## src/shared/ident_cap_pkg.sv

```systemverilog
// Constants, offsets and carrier types of the identify capability words.
package ident_cap_pkg;

    // ==========================================================
    // Register byte offsets on the bus.
    localparam logic [11:0] CTRL_OFF = 12'h000;
    localparam logic [11:0] DMA_TIME_OFF = 12'h004;
    localparam logic [11:0] PIO_TIME_OFF = 12'h008;
    localparam logic [11:0] QUEUE_OFF = 12'h00C;
    localparam logic [11:0] STATUS_OFF = 12'h010;
    localparam logic [11:0] WIN_BASE = 12'h100;

    // ==========================================================
    // Identify word numbering; the window starts at the validity word.
    localparam logic [7:0] WORD_FIRST = 8'h35;
    localparam logic [7:0] WORD_CNT = 8'h1C;
    localparam logic [4:0] I_VALID = 5'h00;
    localparam logic [4:0] I_DMA = 5'h0A;
    localparam logic [4:0] I_PIO = 5'h0B;
    localparam logic [4:0] I_DMIN = 5'h0C;
    localparam logic [4:0] I_DREC = 5'h0D;
    localparam logic [4:0] I_PNF = 5'h0E;
    localparam logic [4:0] I_PFC = 5'h0F;
    localparam logic [4:0] I_RSV_LO = 5'h10;
    localparam logic [4:0] I_RSV_HI = 5'h15;
    localparam logic [4:0] I_QD = 5'h16;
    localparam logic [4:0] I_VER = 5'h1B;

    // ==========================================================
    // Cycle times in nanoseconds.
    localparam logic [15:0] SERIAL_CYCLE_NS = 16'h0078;
    localparam logic [15:0] PIO3_MAX_NS = 16'h00B4;

    // ==========================================================
    // Control register layout, high bits first down to serialIf.
    typedef struct packed {
        logic [3:0] version;
        logic [1:0] pioSup;
        logic [1:0] dmaSel;
        logic [1:0] dmaLevel;
        logic ultraEn;
        logic queued;
        logic serialIf;
    } cfg_s;

    localparam int CFG_W = $bits(cfg_s);

    // A pair of 16-bit cycle times sharing one register.
    typedef struct packed {
        logic [15:0] hi;
        logic [15:0] lo;
    } pair_s;

    // ==========================================================
    // Reset values.
    localparam cfg_s CTRL_RST = '0;
    localparam pair_s TIME_RST = '0;
    localparam logic [4:0] QUEUE_RST = 5'h00;

endpackage : ident_cap_pkg

```

## src/ident_cap_words.sv

```systemverilog
// Identify capability words 53 to 80 with an APB configuration slave.
//
// What this block does
// (RULE_01) Report at most one selected DMA mode; none while Ultra DMA is on.
// (RULE_02) Mode word bits 15 to 11 always read zero.
// (RULE_03) Bits 10, 9, 8 flag selected modes 2, 1, 0, one-hot or zero.
// (RULE_04) Mode word bits 7 to 3 always read zero.
// (RULE_05) Mode 2 support bit forces support bits 1 and 0.
// (RULE_06) Mode 1 support bit forces support bit 0.
// (RULE_07) Bit 0 flags mode 0; serial interface sets all three support bits.
// (RULE_08) PIO word bits 7 to 2 reserved, bit 0 mode 3, bit 1 mode 4.
// (RULE_09) PIO mode 3 bit is software set; serial forces both bits.
// (RULE_10) Any supported PIO or cycle field sets validity bit 1.
// (RULE_11) DMA minimum cycle needs mode 1, never below fastest mode's cycle.
// (RULE_12) DMA recommended cycle needs mode 1, never below the minimum word.
// (RULE_13) Throttle DMA when the host cycles faster than recommended.
// (RULE_14) Unsupported cycle-time fields read zero.
// (RULE_15) PIO cycle without flow control never below the flow-control one.
// (RULE_16) PIO flow-control cycle capped at 180 ns when mode 3 is claimed.
// (RULE_17) Serial interface forces all four cycle words to 120 ns.
// (RULE_18) Queue word bits 4 to 0 hold maximum depth minus one.
// (RULE_19) Count accepted, not yet completed commands against the depth.
// (RULE_20) Without queued command support the depth field is zero.
// (RULE_21) Version word only carries bits 6 to 3, several may be set.
// (RULE_22) Words 69 to 74 read as zero.
// (RULE_23) Validity bit 1 marks words 64 to 70 as valid.
// (RULE_24) Every reserved bit and word in the range reads zero.
//
// The APB slave port and the register offsets were chosen for this implementation.
module ident_cap_words
    import ident_cap_pkg::*;
#(
    parameter logic [15:0] DMA0_NS = 16'h01E0,
    parameter logic [15:0] DMA1_NS = 16'h0096,
    parameter logic [15:0] DMA2_NS = 16'h0078
)(
    input wire logic clk,
    input wire logic reset_n,
    input wire logic psel,
    input wire logic penable,
    input wire logic pwrite,
    input wire logic [11:0] paddr,
    input wire logic [31:0] pwdata,
    output logic [31:0] prdata,
    output logic pready,
    output logic pslverr,
    input wire logic wordReq,
    input wire logic [7:0] wordIdx,
    output logic [15:0] wordData,
    output logic wordValid,
    input wire logic [15:0] hostCycleNs,
    input wire logic cmdAccepted,
    input wire logic cmdCompleted,
    output logic dmaThrottle,
    output logic [5:0] outstanding,
    output logic queueFull
);

    // ==========================================================
    // Software registers and the last word port request.
    cfg_s ctrl_reg;
    pair_s dmaTime_reg;
    pair_s pioTime_reg;
    logic [4:0] queue_reg;
    logic [4:0] lastRel_reg;
    logic lastHit_reg;

    function automatic logic [15:0] maxw(input logic [15:0] a,
                                         input logic [15:0] b);
        return (a > b) ? a : b;
    endfunction : maxw

    function automatic logic [15:0] minw(input logic [15:0] a,
                                         input logic [15:0] b);
        return (a < b) ? a : b;
    endfunction : minw

    // ==========================================================
    // Mode support and selection.
    wire logic serialIf = ctrl_reg.serialIf;
    wire logic [1:0] lvl = serialIf ? 2'h3 : ctrl_reg.dmaLevel; // [RULE_07]
    // Support is thermometer coded so a faster mode implies the slower.
    wire logic [2:0] dmaSup = {lvl == 2'h3, lvl >= 2'h2, lvl >= 2'h1}; // [RULE_05] [RULE_06]
    wire logic [1:0] selMode = ctrl_reg.dmaSel;
    wire logic [1:0] selBit = 2'(selMode - 2'h1);
    // A selection of an unsupported mode, or while Ultra DMA runs, is dropped.
    wire logic selOk = (selMode != 2'h0) && !ctrl_reg.ultraEn
                       && dmaSup[selBit]; // [RULE_01]
    logic [2:0] selHot;

    // One selection flag per block-transfer mode.
    genvar m;
    for (m = 0; m < 3; m++)
    begin : gSel
        assign selHot[m] = selOk && (selMode == 2'(m + 1)); // [RULE_03]
    end

    // Reserved bits are forced to zero around the two fields.
    wire logic [15:0] dmaWord = {5'h00, selHot, 5'h00, dmaSup}; // [RULE_02] [RULE_04]
    wire logic [1:0] pioSup = serialIf ? 2'h3 : ctrl_reg.pioSup; // [RULE_09]
    wire logic [15:0] pioWord = {14'h0000, pioSup}; // [RULE_08]

    // ==========================================================
    // Cycle-time words, clamped so the reported set stays consistent.
    wire logic [15:0] fastestDma = dmaSup[2] ? DMA2_NS
                                 : (dmaSup[1] ? DMA1_NS : DMA0_NS);
    wire logic dmaTimeOn = dmaSup[1];
    wire logic pioOn = pioSup[0];
    wire logic [15:0] dminCfg = maxw(dmaTime_reg.lo, fastestDma); // [RULE_11]
    wire logic [15:0] dmin = serialIf ? SERIAL_CYCLE_NS
                           : (dmaTimeOn ? dminCfg : 16'h0000); // [RULE_14] [RULE_17]
    wire logic [15:0] drec = serialIf ? SERIAL_CYCLE_NS
                           : (dmaTimeOn ? maxw(dmaTime_reg.hi, dmin)
                           : 16'h0000); // [RULE_12]
    wire logic [15:0] pfc = serialIf ? SERIAL_CYCLE_NS
                          : (pioOn ? minw(pioTime_reg.hi, PIO3_MAX_NS)
                          : 16'h0000); // [RULE_16]
    wire logic [15:0] pnf = serialIf ? SERIAL_CYCLE_NS
                          : (pioOn ? maxw(pioTime_reg.lo, pfc)
                          : 16'h0000); // [RULE_15]

    // Validity bit 1 covers words 64 to 70.
    wire logic fieldValid = (|pioSup) || (|dmin) || (|drec)
                            || (|pnf) || (|pfc); // [RULE_10] [RULE_23]
    wire logic [4:0] qd = ctrl_reg.queued ? queue_reg : 5'h00; // [RULE_18] [RULE_20]
    wire logic [15:0] verWord = {9'h000, ctrl_reg.version, 3'h0}; // [RULE_21]

    // ==========================================================
    // Word image; anything not named below stays zero.
    logic [15:0] idw [0:31];

    always_comb
    begin
        for (int i = 0; i < 32; i++)
        begin
            idw[i] = 16'h0000; // [RULE_22] [RULE_24]
        end
        idw[I_VALID] = {14'h0000, fieldValid, 1'b0};
        idw[I_DMA] = dmaWord;
        idw[I_PIO] = pioWord;
        idw[I_DMIN] = dmin;
        idw[I_DREC] = drec;
        idw[I_PNF] = pnf;
        idw[I_PFC] = pfc;
        idw[I_QD] = {11'h000, qd};
        idw[I_VER] = verWord;
    end

    // Word port decode.
    wire logic [7:0] wRel = 8'(wordIdx - WORD_FIRST);
    wire logic wHit = (wordIdx >= WORD_FIRST) && (wRel < WORD_CNT);

    // ==========================================================
    // Queue accounting.
    wire logic [5:0] qLimit = 6'({1'b0, qd} + 6'h01);
    wire logic accOk = cmdAccepted && (outstanding < qLimit);
    wire logic compOk = cmdCompleted && (outstanding != 6'h00);
    wire logic [5:0] outNext = 6'(outstanding + {5'h00, accOk}
                                  - {5'h00, compOk}); // [RULE_19]

    // ==========================================================
    // APB decode and read selection.
    wire logic [11:0] winOff = 12'(paddr - WIN_BASE);
    wire logic winHit = (paddr >= WIN_BASE) && (winOff[1:0] == 2'h0)
                        && ({2'h0, winOff[11:2]} < {4'h0, WORD_CNT});
    wire logic hitCtrl = paddr == CTRL_OFF;
    wire logic hitDma = paddr == DMA_TIME_OFF;
    wire logic hitPio = paddr == PIO_TIME_OFF;
    wire logic hitQueue = paddr == QUEUE_OFF;
    wire logic hitStatus = paddr == STATUS_OFF;
    wire logic writable = hitCtrl || hitDma || hitPio || hitQueue;
    wire logic mapped = writable || hitStatus || winHit;
    wire logic [31:0] statusWord = 32'({outstanding, 5'h00, queueFull,
                                        selOk, fieldValid});
    wire logic [31:0] rdMux = winHit ? {16'h0000, idw[winOff[6:2]]}
                            : hitCtrl ? 32'(ctrl_reg)
                            : hitDma ? dmaTime_reg
                            : hitPio ? pioTime_reg
                            : hitQueue ? {27'h0000000, queue_reg}
                            : hitStatus ? statusWord : 32'h00000000;
    wire logic access = psel && penable && !pready;
    wire logic wrEn = psel && penable && pready && pwrite && writable;

    // Bus handshake: one wait state, then a single-cycle pready.
    always_ff @(posedge clk or negedge reset_n)
    begin
        if (!reset_n)
        begin
            pready <= 1'b0;
            pslverr <= 1'b0;
            prdata <= 32'h00000000;
        end
        else
        begin
            pready <= access;
            pslverr <= access && !mapped;
            prdata <= (access && !pwrite) ? rdMux : 32'h00000000;
        end
    end

    // Register writes commit on the completing edge of the transfer.
    always_ff @(posedge clk or negedge reset_n)
    begin
        if (!reset_n)
        begin
            ctrl_reg <= CTRL_RST;
            dmaTime_reg <= TIME_RST;
            pioTime_reg <= TIME_RST;
            queue_reg <= QUEUE_RST;
        end
        else if (wrEn)
        begin
            if (hitCtrl)
                ctrl_reg <= cfg_s'(pwdata[CFG_W-1:0]);
            if (hitDma)
                dmaTime_reg <= pwdata;
            if (hitPio)
                pioTime_reg <= pwdata;
            if (hitQueue)
                queue_reg <= pwdata[4:0];
        end
    end

    // Word port answers one cycle after a request.
    always_ff @(posedge clk or negedge reset_n)
    begin
        if (!reset_n)
        begin
            wordData <= 16'h0000;
            wordValid <= 1'b0;
            lastRel_reg <= 5'h00;
            lastHit_reg <= 1'b0;
        end
        else
        begin
            wordValid <= wordReq;
            if (wordReq)
            begin
                wordData <= wHit ? idw[wRel[4:0]] : 16'h0000;
                lastRel_reg <= wRel[4:0];
                lastHit_reg <= wHit;
            end
        end
    end

    // Flow control toward the DMA transport and queue counters.
    always_ff @(posedge clk or negedge reset_n)
    begin
        if (!reset_n)
        begin
            dmaThrottle <= 1'b0;
            outstanding <= 6'h00;
            queueFull <= 1'b0;
        end
        else
        begin
            dmaThrottle <= selOk && (hostCycleNs != 16'h0000)
                           && (hostCycleNs < drec); // [RULE_13]
            outstanding <= outNext;
            queueFull <= outNext >= qLimit;
        end
    end

    wire logic rdDma = wordValid && lastHit_reg && lastRel_reg == I_DMA;
    wire logic rdPio = wordValid && lastHit_reg && lastRel_reg == I_PIO;
    wire logic rdRsv = wordValid && lastHit_reg
                       && lastRel_reg >= I_RSV_LO && lastRel_reg <= I_RSV_HI;
endmodule : ident_cap_words
```

## config.mk

```make
export PLATFORM = sky130hd
export DESIGN_NAME = ident_cap_words
export DESIGN_NICKNAME = d
export VERILOG_FILES = /design/src/shared/ident_cap_pkg.sv /design/src/ident_cap_words.sv
export SDC_FILE = /design/constraint.sdc
export NUM_CORES = 1
export LEC_CHECK = 0
export BUFFER_PORTS_ARGS = -buffer_cell sky130_fd_sc_hd__buf_2
export CORE_ASPECT_RATIO = 1.4
export CORE_MARGIN = 2
export CORE_UTILIZATION = 45
export DETAILED_ROUTE_END_ITERATION = 16
export PLACE_DENSITY_LB_ADDON = 0.08
export SLEW_MARGIN = 20
export SYNTH_ARGS = -nofsm -noshare
export SYNTH_HDL_FRONTEND = slang
export SYNTH_SLANG_ARGS = --single-unit
```

## constraint.sdc

```tcl
create_clock -name clk -period 6.1 [get_ports clk]
set_clock_uncertainty 0.1 [all_clocks]
set_input_delay 0.305 -clock clk [delete_from_list [all_inputs] [get_ports clk]]
set_output_delay 0.305 -clock clk [all_outputs]
set_load 0.005 [all_outputs]
```

==> Implementation_results.wiki <==
{| class="wikitable"
! Metric !! Value
|-
| Number of instances in the synthesized netlist || 1098
|-
| Yosys cell types || 77
|-
| Placed cell count || 1530
|-
| Vias per cell || 6.22
|-
| Hold/Removal Path Class || in -> reg
|-
| Total placed instance area || 11200 um^2
|-
| Power density over the cells || 220 nW/um^2
|-
| Dominant register cell in the synthesized netlist || sky130_fd_sc_hd__dfrtp_1
|-
| Sink of the worst hold path || pioTime_reg[8]
|-
| Routed length per instance || 26.0 um
|-
| Vias in the first global route || 9947
|-
| Critical R2R Capture || dmaThrottle
|-
| Total number of H-tree levels || 4
|-
| Flip-flop and latch count after synthesis || 141
|-
| Synth-to-Final Area Change || 20.6%
|-
| Detailed-routing iteration count for the pre-antenna-repair pass || 5
|-
| Leakage power || 5.64 nW
|-
| CTS sink count || 141
|-
| Overall die height || 180 um
|-
| Sequential share of power || 38.3%
|-
| Final non-filler cell area || 12000 um^2
|-
| Internal power || 1.83 mW
|-
| Proportion of register bits with asynchronous set or reset after synthesis || 100%
|-
| DP Wirelength || 31500 um
|-
| Number of buffers inserted by port buffering || 134
|-
| Avg Synthesized Cell Area || 9.07 um^2
|-
| Transition at the pin with the smallest max-transition slack || 1.21 ns
|-
| Main area contributors after synthesis || sky130_fd_sc_hd__dfrtp_1 (35%), sky130_fd_sc_hd__ha_1 (10%), sky130_fd_sc_hd__mux2_2 (8.6%)
|-
| Fill cell total of the finished layout || 2092
|-
| Root Buffer || sky130_fd_sc_hd__clkbuf_16
|-
| Unrepaired setup endpoints after global routing || false
|-
| Chip width || 130 um
|-
| Remaining routing DRC violations || 0
|-
| Result of the run || complete, no violations
|-
| Floorplan die area || 23300 um^2
|-
| Total net switching power || 0.810 mW
|-
| Final sum of negative setup slack || 0 ns
|-
| Effective utilization at floorplan || 45.7%
|-
| Sequential share of the synthesized area || 35.4%
|-
| Total via count in the routed design || 9831
|-
| CTS clk-pin slew, worst paths || 0.06 ns
|-
| Initial antenna violation count || 0
|-
| First-pass GRT wire length || 61500 um
|-
| Placer Congestion || 1.02
|-
| Max-slew headroom at the worst pin || 17.4%
|-
| Synth warnings || 0
|-
| Beginning of the worst hold path || pwdata[8]
|-
| Final period utilization || 95.8%
|-
| Startpoint Class || register
|-
| Overall fraction of global-route tracks in use || 36.0%
|-
| Startpoint of the worst register-to-register path || dmaTime_reg[14]
|-
| Clock Power Share || 40.6%
|-
| Kind of end point of the critical path || register
|-
| Leftover overflow at the end of global routing || 0
|-
| Source of the critical timing path || dmaTime_reg[14]
|-
| CTS tree || yes
|-
| ANT cells || 0
|-
| Filler-free cell count of the finished design || 1580
|-
| Final max-slew violation count || 0
|-
| Path depth of the worst reg2reg path || 22
|-
| Detailed router's first-iteration violation count || 885
|-
| Number of nets still failing antenna checks after routing || 0
|-
| Worst endpoint required time || 6.36 ns
|-
| Fmax || 0.171 GHz
|-
| Worst-skew pair later-pin latency || 0.44 ns
|-
| IR drop worst, VDD || 263 uV
|-
| Final-layout worst hold slack || 0.0115 ns
|-
| Clock buffers created by TritonCTS || 17
|-
| Depth of the worst hold-timing path || 3
|-
| Row count || 64
|-
| Net switching fraction of the power || 30.6%
|-
| Critical path class || reg -> reg
|-
| Net count of the finished layout || 1427
|-
| Pin count of the biggest net entering global routing || 74
|-
| Final number of hold-violating endpoints || 0
|-
| Combinational cell fraction of total power || 21.1%
|-
| Number of enable-type register cells in the synthesized netlist || 0
|-
| Core region area || 21800 um^2
|-
| Time the worst path needs with I/O delays and setup || 5.84 ns
|-
| Cell area after synthesis || 9950 um^2
|-
| Ports || 135
|-
| Routed Wire Length || 41000 um
|-
| # setup viols final || 0
|-
| Worst setup slack for register-to-register paths || 0.26 ns
|-
| Most area-hungry cell type in the Yosys netlist || sky130_fd_sc_hd__dfrtp_1
|-
| Number of max-capacitance violations reported || 0
|-
| Top-area cell type share of the netlist area || 35.4%
|-
| Data arrival time of the worst path || 6.10 ns
|-
| Largest buffer count on any clock path || 2
|-
| Crit-path max FO || 8
|-
| Share of layout cells above drive strength 1 || 25.7%
|}
==> through the flow <==
stage	power, mW	util (%)	setup slack (ns)
CTS	2.67	54.7	0.169
finish	2.64	55.1	0.258
global route	2.79	55.1	0.0169
detailed placement	1.59	51.5	0.221
floorplan	1.39	-	0.0684
global placement	1.58	51.5	0.290
==> repair_timing <==
item,in CTS,in global routing
hold buffers,10,0
endpoints found under the setup margin,0,1
gates resized for setup,0,8
endpoints found under the hold margin,81,0
buffers inserted,0,8
==> area by class of cell <==
class	count	area, um^2	share of cell area [%]
inverters	45	169	1.41
clock inverters	13	156	1.30
flip-flops and latches	141	3530	29.4
multi-input cells	862	6110	50.9
well taps	297	372	3.10
clock buffers	19	443	3.69
repair buffers	203	1220	10.2
==> cell families after synthesis <==
family	count (synthesis)	synth area share [%]
and+or+nand+nor	340	16.6
muxes	98	11.2
adders and majority gates	81	10.3
buffers and inverters	102	3.85
AOI/OAI and AO/OA	321	21.4
other	1	0.0377
xor gates and xnor gates	14	1.23
DFF	141	35.4
==> critical path, cell delays in order (launching register included) <==
cell and delay [ns]:
sky130_fd_sc_hd__dfrtp_1 0.42, sky130_fd_sc_hd__or4_1 0.64, sky130_fd_sc_hd__or4_4 0.51, sky130_fd_sc_hd__nor4_4 0.42, sky130_fd_sc_hd__o21ai_1 0.17, sky130_fd_sc_hd__buf_4 0.18
sky130_fd_sc_hd__a21oi_1 0.18, sky130_fd_sc_hd__nor2_1 0.07, sky130_fd_sc_hd__ha_1 0.30, sky130_fd_sc_hd__a41o_1 0.25, sky130_fd_sc_hd__a21oi_1 0.14, sky130_fd_sc_hd__o22ai_1 0.15
sky130_fd_sc_hd__o31a_2 0.41, sky130_fd_sc_hd__buf_4 0.17, sky130_fd_sc_hd__mux2i_1 0.13, sky130_fd_sc_hd__nand2b_1 0.19, sky130_fd_sc_hd__ha_1 0.31, sky130_fd_sc_hd__a21o_1 0.19
sky130_fd_sc_hd__a21o_1 0.17, sky130_fd_sc_hd__a21oi_1 0.15, sky130_fd_sc_hd__nor2_1 0.05, sky130_fd_sc_hd__or3_1 0.35, sky130_fd_sc_hd__a31oi_1 0.14
==> worst max-delay path by stage <==
stage / endpoint / slack (ns) / depth (start not counted)
2_1_floorplan: dmaThrottle / 0.07 / 26
3_3_place_gp: dmaThrottle / 0.29 / 22
3_5_place_dp: dmaThrottle / 0.22 / 22
4_1_cts: dmaThrottle / 0.17 / 22
5_1_grt: dmaThrottle / 0.02 / 24
6_report: dmaThrottle / 0.26 / 22
==> synth_stat cells (all sizes together) (6+ instances only) <==
master and n:
a211oi 9, clkbuf 52, or3 10, o22ai 13, o31ai 6, ha 80, a22oi 26, inv 42
o2bb2ai 8, nor2 84, mux2 76, or2 6, o211ai 6, nand2 96, nor4 17, o21a 9
nand3 44, dfrtp 141, a31oi 14, nor2b 9, xor2 7, nand2b 14, mux2i 19, a21o 11
nand4 15, xnor2 7, o21ai 68, a21oi 83, nor3 21
==> metal layers <==
layer  vias up  routed length (um)  track usage, %
met4         0                3510            26.0
met1      4753               15300            42.6
li1       4450                   -               -
met2       478               19600            58.4
met3       150                2630            5.83
met5         -                   0               0
==> power by group through the flow <==
stage	Clock (mW)	Combinational [mW]	Sequential [mW]
after detailed placement	0	0.558	1.03
after global routing	1.13	0.647	1.02
after global placement	0	0.548	1.03
final	1.07	0.559	1.01
after CTS	1.09	0.568	1.01
after floorplan	0	0.370	1.02
==> cells in the final DEF, fill, tap and decap left out, drive strengths merged, types with 11 or more instances in the layout <==
master,instances
inv,47
a21o,11
nand2b,14
nor4,17
ha,80
a31oi,14
dfrtp,141
nand2,96
o21ai,68
mux2,76
clkbuf,19
a22oi,26
o22ai,13
buf,193
a21oi,83
nand3,44
nand4,15
nor3,21
mux2i,19
nor2,84
(Power assumes the default switching activity.)
